`src/hw/hmc_pkg.sv`:
```
// Constants and types shared by the holdover mode control block.
package hmc_pkg;

    // ------------------------------------------------------------
    // Register indices and byte addresses
    // ------------------------------------------------------------
    // Printed offsets are not all multiples of four, so each one is an index.
    localparam logic [9:0] HMC_IDX_FREQ_LO  = 10'h03e;
    localparam logic [9:0] HMC_IDX_FREQ_MID = 10'h03f;
    localparam logic [9:0] HMC_IDX_CTRL     = 10'h040;
    localparam int unsigned HMC_ADDR_W      = 12;
    localparam logic [HMC_ADDR_W-1:0] HMC_ADDR_FREQ_LO  = {HMC_IDX_FREQ_LO, 2'b00};
    localparam logic [HMC_ADDR_W-1:0] HMC_ADDR_FREQ_MID = {HMC_IDX_FREQ_MID, 2'b00};
    localparam logic [HMC_ADDR_W-1:0] HMC_ADDR_CTRL     = {HMC_IDX_CTRL, 2'b00};

    // ------------------------------------------------------------
    // Control register fields
    // ------------------------------------------------------------
    localparam int unsigned HMC_BIT_AUTO_AVG  = 7;
    localparam int unsigned HMC_BIT_FAST_AVG  = 6;
    localparam int unsigned HMC_BIT_READ_AVG  = 5;
    localparam int unsigned HMC_MINI_MSB      = 4;
    localparam int unsigned HMC_MINI_LSB      = 3;
    localparam int unsigned HMC_FTOP_MSB      = 2;
    localparam int unsigned HMC_FREQ_W        = 19;
    localparam int unsigned HMC_FMID_LSB      = 8;
    localparam int unsigned HMC_FTOP_LSB      = 16;

    // ------------------------------------------------------------
    // Reset values
    // ------------------------------------------------------------
    localparam logic [7:0] HMC_RST_CTRL     = 8'h88;
    localparam logic [7:0] HMC_RST_FREQ_LO  = 8'h00;
    localparam logic [7:0] HMC_RST_FREQ_MID = 8'h00;

    // ------------------------------------------------------------
    // Short-loss hold behaviour
    // ------------------------------------------------------------
    typedef enum logic [1:0] {
        HMC_MINI_AS_FULL = 2'h0,
        HMC_MINI_FREEZE  = 2'h1,
        HMC_MINI_FAST    = 2'h2,
        HMC_MINI_SLOW    = 2'h3
    } hmc_mini_t;

    // Where the loop frequency currently comes from.
    typedef enum logic [1:0] {
        HMC_SRC_TRACK,
        HMC_SRC_MINI,
        HMC_SRC_FULL
    } hmc_src_t;

endpackage : hmc_pkg

```
`src/hw/hmc_holdover_mode_control.sv`:
```
// Holdover mode control register bank with APB access and frequency selection.
//
// Behaviour
// - With read-average clear, frequency word reads return the last written value.
// - With read-average set, reads return fast or slow averaged frequency per rate bit.
// - Short-loss field 00: frequency derived exactly as in full holdover.
// - Short-loss field 01: output frequency frozen at the moment of input loss.
// - Short-loss field 10: frequency taken from the fast averager.
// - Control bits 2:0 hold word bits 18:16; middle byte is a separate register.
`timescale 1ns/1ps
`default_nettype none

module hmc_holdover_mode_control
    import hmc_pkg::*;
(
    // Clock, reset and clock enable
    input  wire logic                    pclk,
    input  wire logic                    presetn,
    input  wire logic                    pclk_en,
    // APB slave
    input  wire logic                    psel,
    input  wire logic                    penable,
    input  wire logic                    pwrite,
    input  wire logic [HMC_ADDR_W-1:0]   paddr,
    input  wire logic [31:0]             pwdata,
    input  wire logic [3:0]              pstrb,
    output var  logic [31:0]             prdata,
    output var  logic                    pready,
    output var  logic                    pslverr,
    // Loop status and frequencies from the primary timing loop
    input  wire logic                    loop_locked,
    input  wire logic                    loop_full_holdover,
    input  wire logic                    input_short_loss,
    input  wire logic [HMC_FREQ_W-1:0]   live_freq,
    input  wire logic [HMC_FREQ_W-1:0]   fast_avg_freq,
    input  wire logic [HMC_FREQ_W-1:0]   slow_avg_freq,
    // Frequency and holdover state flags handed back to the primary timing loop
    output var  logic [HMC_FREQ_W-1:0]   hold_freq,
    output var  logic                    mini_hold_active,
    output var  logic                    full_hold_active
);

    // ------------------------------------------------------------
    // Helpers
    // ------------------------------------------------------------
    function automatic logic [HMC_FREQ_W-1:0] avg_pick(
        input logic                  fast,
        input logic [HMC_FREQ_W-1:0] f_avg,
        input logic [HMC_FREQ_W-1:0] s_avg
    );
        avg_pick = fast ? f_avg : s_avg;
    endfunction

    function automatic logic [7:0] lane_merge(
        input logic [7:0] old_v,
        input logic [7:0] new_v,
        input logic       en
    );
        lane_merge = en ? new_v : old_v;
    endfunction

    // ------------------------------------------------------------
    // Register state
    // ------------------------------------------------------------
    logic [7:0]            ctrl_q;
    logic [7:0]            ctrl_d;
    logic [7:0]            freq_lo_q;
    logic [7:0]            freq_lo_d;
    logic [7:0]            freq_mid_q;
    logic [7:0]            freq_mid_d;
    logic [31:0]           prdata_q;
    logic [31:0]           prdata_d;
    logic                  pready_q;
    logic                  pready_d;
    logic                  pslverr_q;
    logic                  pslverr_d;

    logic                  setup_phase;
    logic                  wr_commit;
    logic                  hit_lo;
    logic                  hit_mid;
    logic                  hit_ctrl;
    logic                  hit_any;
    logic [HMC_FREQ_W-1:0] written_freq;
    logic [HMC_FREQ_W-1:0] avg_freq;
    logic [HMC_FREQ_W-1:0] read_freq;
    hmc_mini_t             mini_mode;

    assign mini_mode    = hmc_mini_t'(ctrl_q[HMC_MINI_MSB:HMC_MINI_LSB]);
    assign written_freq = {ctrl_q[HMC_FTOP_MSB:0], freq_mid_q, freq_lo_q};
    assign avg_freq     = avg_pick(ctrl_q[HMC_BIT_FAST_AVG], fast_avg_freq, slow_avg_freq);

    // The averaged word is sampled as a whole per read, so software reading
    // the three bytes separately may see them from different moments.
    assign read_freq = ctrl_q[HMC_BIT_READ_AVG] ? avg_freq
                                                : written_freq;

    // ------------------------------------------------------------
    // APB decode
    // ------------------------------------------------------------
    // Data are prepared in the setup cycle so pready can rise in the first
    // access cycle straight from a flip-flop.
    assign setup_phase = psel && !penable;
    assign wr_commit   = psel && penable && pready_q && pwrite && !pslverr_q;
    assign hit_lo      = (paddr == HMC_ADDR_FREQ_LO);
    assign hit_mid     = (paddr == HMC_ADDR_FREQ_MID);
    assign hit_ctrl    = (paddr == HMC_ADDR_CTRL);
    assign hit_any     = hit_lo || hit_mid || hit_ctrl;

    always_comb
    begin
        ctrl_d     = ctrl_q;
        freq_lo_d  = freq_lo_q;
        freq_mid_d = freq_mid_q;
        prdata_d   = prdata_q;
        pready_d   = setup_phase;
        pslverr_d  = setup_phase && !hit_any;
        if (setup_phase && !pwrite)
        begin
            prdata_d = 32'h0000_0000;
            if (hit_lo)
            begin
                prdata_d[7:0] = read_freq[HMC_FMID_LSB-1:0];
            end
            else if (hit_mid)
            begin
                prdata_d[7:0] = read_freq[HMC_FTOP_LSB-1:HMC_FMID_LSB];
            end
            else if (hit_ctrl)
            begin
                prdata_d[7:0] = {ctrl_q[7:HMC_MINI_LSB],
                                 read_freq[HMC_FREQ_W-1:HMC_FTOP_LSB]};
            end
        end
        if (wr_commit)
        begin
            if (hit_lo)
            begin
                freq_lo_d = lane_merge(freq_lo_q, pwdata[7:0], pstrb[0]);
            end
            if (hit_mid)
            begin
                freq_mid_d = lane_merge(freq_mid_q, pwdata[7:0], pstrb[0]);
            end
            if (hit_ctrl)
            begin
                ctrl_d = lane_merge(ctrl_q, pwdata[7:0], pstrb[0]);
            end
        end
    end

    always_ff @(posedge pclk or negedge presetn)
    begin
        if (!presetn)
        begin
            ctrl_q     <= HMC_RST_CTRL;
            freq_lo_q  <= HMC_RST_FREQ_LO;
            freq_mid_q <= HMC_RST_FREQ_MID;
            prdata_q   <= 32'h0000_0000;
            pready_q   <= 1'b0;
            pslverr_q  <= 1'b0;
        end
        else if (pclk_en)
        begin
            ctrl_q     <= ctrl_d;
            freq_lo_q  <= freq_lo_d;
            freq_mid_q <= freq_mid_d;
            prdata_q   <= prdata_d;
            pready_q   <= pready_d;
            pslverr_q  <= pslverr_d;
        end
    end

    assign prdata  = prdata_q;
    assign pready  = pready_q;
    assign pslverr = pslverr_q;

    // ------------------------------------------------------------
    // Holdover frequency selection
    // ------------------------------------------------------------
    logic [HMC_FREQ_W-1:0] frozen_q;
    logic [HMC_FREQ_W-1:0] frozen_d;
    logic                  loss_q;
    logic                  loss_d;
    hmc_src_t              src_q;
    hmc_src_t              src_d;
    logic [HMC_FREQ_W-1:0] hold_freq_q;
    logic [HMC_FREQ_W-1:0] hold_freq_d;
    logic [HMC_FREQ_W-1:0] full_freq;
    logic [HMC_FREQ_W-1:0] mini_freq;
    logic                  loss_start;
    logic                  mini_act_q;
    logic                  mini_act_d;
    logic                  full_act_q;
    logic                  full_act_d;

    // Full holdover uses the averager when enabled, else the written word;
    // the same value is what short-loss field 00 holds; freeze keeps live_freq.
    assign full_freq  = ctrl_q[HMC_BIT_AUTO_AVG] ? avg_freq : written_freq;
    assign loss_start = input_short_loss && !loss_q && loop_locked;

    always_comb
    begin
        unique case (mini_mode)
            HMC_MINI_AS_FULL: mini_freq = full_freq;
            HMC_MINI_FREEZE:  mini_freq = frozen_q;
            HMC_MINI_FAST:    mini_freq = fast_avg_freq;
            HMC_MINI_SLOW:    mini_freq = slow_avg_freq;
        endcase
    end

    always_comb
    begin
        loss_d      = input_short_loss;
        frozen_d    = frozen_q;
        src_d       = src_q;
        hold_freq_d = hold_freq_q;
        // The freeze value is the live frequency at the very cycle of loss,
        // so it carries none of the disturbance that follows.
        if (loss_start)
        begin
            frozen_d = live_freq;
        end
        unique case (src_q)
            HMC_SRC_TRACK:
            begin
                if (loop_full_holdover)
                begin
                    src_d = HMC_SRC_FULL;
                end
                else if (loss_start)
                begin
                    src_d = HMC_SRC_MINI;
                end
            end
            HMC_SRC_MINI:
            begin
                if (loop_full_holdover)
                begin
                    src_d = HMC_SRC_FULL;
                end
                else if (!input_short_loss)
                begin
                    src_d = HMC_SRC_TRACK;
                end
            end
            HMC_SRC_FULL:
            begin
                if (!loop_full_holdover)
                begin
                    src_d = HMC_SRC_TRACK;
                end
            end
            default:
            begin
                src_d = HMC_SRC_TRACK;
            end
        endcase
        unique case (src_d)
            HMC_SRC_MINI: hold_freq_d = (loss_start && mini_mode == HMC_MINI_FREEZE)
                                        ? live_freq : mini_freq;
            HMC_SRC_FULL: hold_freq_d = full_freq;
            default:      hold_freq_d = live_freq;
        endcase
        // The state flags get their own flops so the ports carry no decode logic.
        mini_act_d = (src_d == HMC_SRC_MINI);
        full_act_d = (src_d == HMC_SRC_FULL);
    end

    always_ff @(posedge pclk or negedge presetn)
    begin
        if (!presetn)
        begin
            frozen_q    <= '0;
            loss_q      <= 1'b0;
            src_q       <= HMC_SRC_TRACK;
            hold_freq_q <= '0;
            mini_act_q  <= 1'b0;
            full_act_q  <= 1'b0;
        end
        else if (pclk_en)
        begin
            frozen_q    <= frozen_d;
            loss_q      <= loss_d;
            src_q       <= src_d;
            hold_freq_q <= hold_freq_d;
            mini_act_q  <= mini_act_d;
            full_act_q  <= full_act_d;
        end
    end

    assign hold_freq        = hold_freq_q;
    assign mini_hold_active = mini_act_q;
    assign full_hold_active = full_act_q;

endmodule // hmc_holdover_mode_control

`default_nettype wire

```
`config.mk`:
```
export PLATFORM = sky130hd
export DESIGN_NAME = hmc_holdover_mode_control
export DESIGN_NICKNAME = d
export VERILOG_FILES = /design/src/hw/hmc_pkg.sv /design/src/hw/hmc_holdover_mode_control.sv
export SDC_FILE = /design/constraint.sdc
export NUM_CORES = 1
export LEC_CHECK = 0
export ABC_CLOCK_PERIOD_IN_PS = 2000
export BUFFER_PORTS_ARGS = -buffer_cell sky130_fd_sc_hd__clkbuf_2
export CAP_MARGIN = 20
export CORE_MARGIN = 4
export CORE_UTILIZATION = 47
export DETAILED_ROUTE_END_ITERATION = 10
export PLACE_DENSITY_LB_ADDON = 0.05
export SYNTH_ARGS = -nofsm -noshare
export SYNTH_HDL_FRONTEND = slang
export SYNTH_SLANG_ARGS = --single-unit
export TNS_END_PERCENT = 30
```
`constraint.sdc`:
```
create_clock -name pclk -period 2 [get_ports pclk]
set_input_delay 0.2 -clock pclk [delete_from_list [all_inputs] [get_ports pclk]]
set_output_delay 0.2 -clock pclk [all_outputs]
set_load 0.01 [all_outputs]
```
==> run metrics <==
syn_area_per_cell 8.97 um2; post-synth cell types 55; DIE AREA 0.0130 mm2; # clock sinks 77; max frequency 0.498 GHz; yosys warns 0; Top Family by Delay on Critical Path compound AO/OA/AOI/OAI gates; Tmin final 2.01 ns; FF/Latch Area 0.00193 mm2; post-synth top area cell dfrtp_1; share of layout cells above drive strength 1 31.4%; 1st-pass router iterations 5; clk_skew 0.00493 ns; Die Wd 114 um; initial antenna violation count 0; Required @ worst endpoint 2.25 ns; met1 WL 6.98 mm; routed wire length 16.2 mm; sequential cell fraction of total power 43.0%; nets 824; share of the synthesized area in the top cell type 35.5%; combinational power share 20.2%; hold violation count in the final report 0; CP max FO 6; first-pass GRT wire length 26.2 mm; CTS tree done; ant diodes 0; Post-synth EDFFs 0; die height 114 um; Port Buffers 117; Rows 38; clock slew at reported path FFs 0.06 ns; CP Class reg -> reg; Critical Path End Type register; top sig layer met4; max-cap viol count 0; count of final setup violators 1; Vias 5101; largest net degree at the start of global routing 60; antenna viol nets, final 0; Slew Viols, Final 0; Post-Syn Area 0.00529 mm2; RSZ-0062 raised after global routing true; Post-Layout Cell Count 853; Cells after DPL 834; internal power 3.11 mW; Gate Count Post-Synth 590; initial core utilization 48.4%; ys async rst share 100%; CTS root buffer clkbuf_16; total grt overflow 0; Sw Pwr 1.23 mW; part of the cycle the worst path needs 100%; vias per inst 5.98; failing checks negative setup slack; PnR worst setup slack -0.00807 ns; detailed placement HPWL 12.3 mm; Peak VDD IR 0.401 mV; clock network power share 36.9%; Post-Place Worst Slack -0.110 ns; switch share 28.4%; Critical Path, Cell by Cell nor2_1 > nand2_1 > or2_4 > ha_4 > a221oi_4 > buf_6 > a21oi_1 > a311o_1 > a31oi_1; Yosys reg bits 77; pwr/cell area 677 mW/mm2; CTS buffer count 9; Critical Path Start Type register; H-tree depth 3; Worst-Skew Late Latency 0.33 ns; register area share after synthesis 36.5%; ys flop type dfrtp_1; WP data arrival 2.26 ns; Multi-input gate area 0.00303 mm2; commonest cells after routing, fill and taps aside clkbuf_2, dfrtp_1, nor2_1, a21oi_1, nand2_1; Area Overhead vs Synth 21.2%; met2 wire len 7.90 mm; total core area 0.0109 mm2; Initial DRC Count 345; routability congestion estimate 0.893; WL met3 1.02 mm; GRT Total Usage 25.3%; WL/cell 19.0 um; CP max-delay cell dfrtp_1; Synth area leaders dfrtp_1, mux2_2, mux2i_1, a21oi_1, buf_4; drc violations 0; vias in the first global route 5012; Fillers 1024; CTS max path bufs 2; outcome finished, violations left; leakage 3.07 nW; IO Pins 169; CP bufs+invs 1; Hold Path Class in -> reg; most common cell after layout, fill and taps aside clkbuf_2; Worst path max stage delay 0.38 ns
-- flip-flops by register name (all words and copies together), names as in the netlist --
name and cells:
pready 1, hold_freq 19, full_hold_active 1, src_q 2
mini_hold_active 1, freq_lo_q 8, freq_mid_q 8, frozen_q 19
prdata 8, ctrl_q 8, pslverr 1, loss_q 1
-- kinds of logic (layout without fill, tap and decap cells) --
group | count (synthesis) | count (layout) | synth area share, %
AO/OA/AOI/OAI | 209 | 209 | 27.3
AND/OR/NAND/NOR | 151 | 151 | 14.4
buffers and inverters | 89 | 189 | 8.73
flip-flops | 77 | 77 | 36.5
multiplexers | 61 | 61 | 12.6
adder cells (fa/ha/maj) | 2 | 2 | 0.473
other | 1 | 24 | 0.0709
-- area by class of cell --
class                      count  share of cell area (%)
tap                          140                    2.73
inverter                      18                    1.05
clock buffer                  14                    3.80
multi-input combinational    447                    47.2
sequential                    77                    30.1
timing repair buffer         155                    14.6
clock inverter                 2                   0.546
-- cell usage after synthesis, types with 13 or more instances --
cell type,number
or3_1,13
a31oi_1,15
nor2_1,56
mux2i_1,25
clkbuf_1,25
dfrtp_1,75
o22ai_1,13
o21ai_0,33
inv_1,18
a221oi_1,13
nand2_1,44
mux2_2,35
buf_4,30
a21oi_1,48
-- per-layer routing --
metal / global-route usage (%) / vias up
met5: 0 / -
met4: 8.23 / 0
met3: 3.81 / 27
met2: 41.6 / 188
met1: 34.4 / 2490
li1: - / 2396
-- worst paths after layout --
kind | start | endpoint | slack (ns) | depth (start not counted)
max in group asynchronous | presetn | ctrl_q[7] | 1.01 | 3
max reg2reg | src_q[1] | hold_freq[18] | -0.008 | 9
min | penable | pready | 0.1 | 2
max | src_q[1] | hold_freq[18] | -0.008 | 9
min reg2reg | frozen_q[2] | frozen_q[2] | 0.49 | 2
min in group asynchronous | presetn | mini_hold_active | 0.34 | 2
-- per-stage QoR --
stage	TNS (ns)	cell area (um2)	power [mW]	utilization, %	hold slack [ns]
after floorplan	0	5410	2.37	-	-0.0956
after global placement	-0.220	6090	2.73	55.7	0.150
after detailed placement	-0.535	6090	2.75	55.7	0.156
after CTS	-0.0354	6400	4.36	58.5	0.0894
after global routing	-1.30	6410	4.55	58.7	0.114
final	-0.00807	6410	4.34	58.7	0.0989
-- power by group through the flow --
stage                     combinational, mW  sequential (mW)  clock (mW)
after floorplan                       0.452             1.92           0
final                                 0.875             1.87        1.60
after global routing                  0.971             1.89        1.69
after global placement                0.840             1.89           0
after CTS                             0.870             1.87        1.62
after detailed placement              0.858             1.89           0
-- repair_timing --
action | 4_1_cts | 5_1_grt
setup endpoints to repair | 18 | 19
pin swaps | 4 | 1
buffers inserted | 2 | 0
resized for setup | 2 | 4
hold endpoints to repair | 28 | 0
hold buffers | 1 | 0
(Power assumes the default switching activity.)
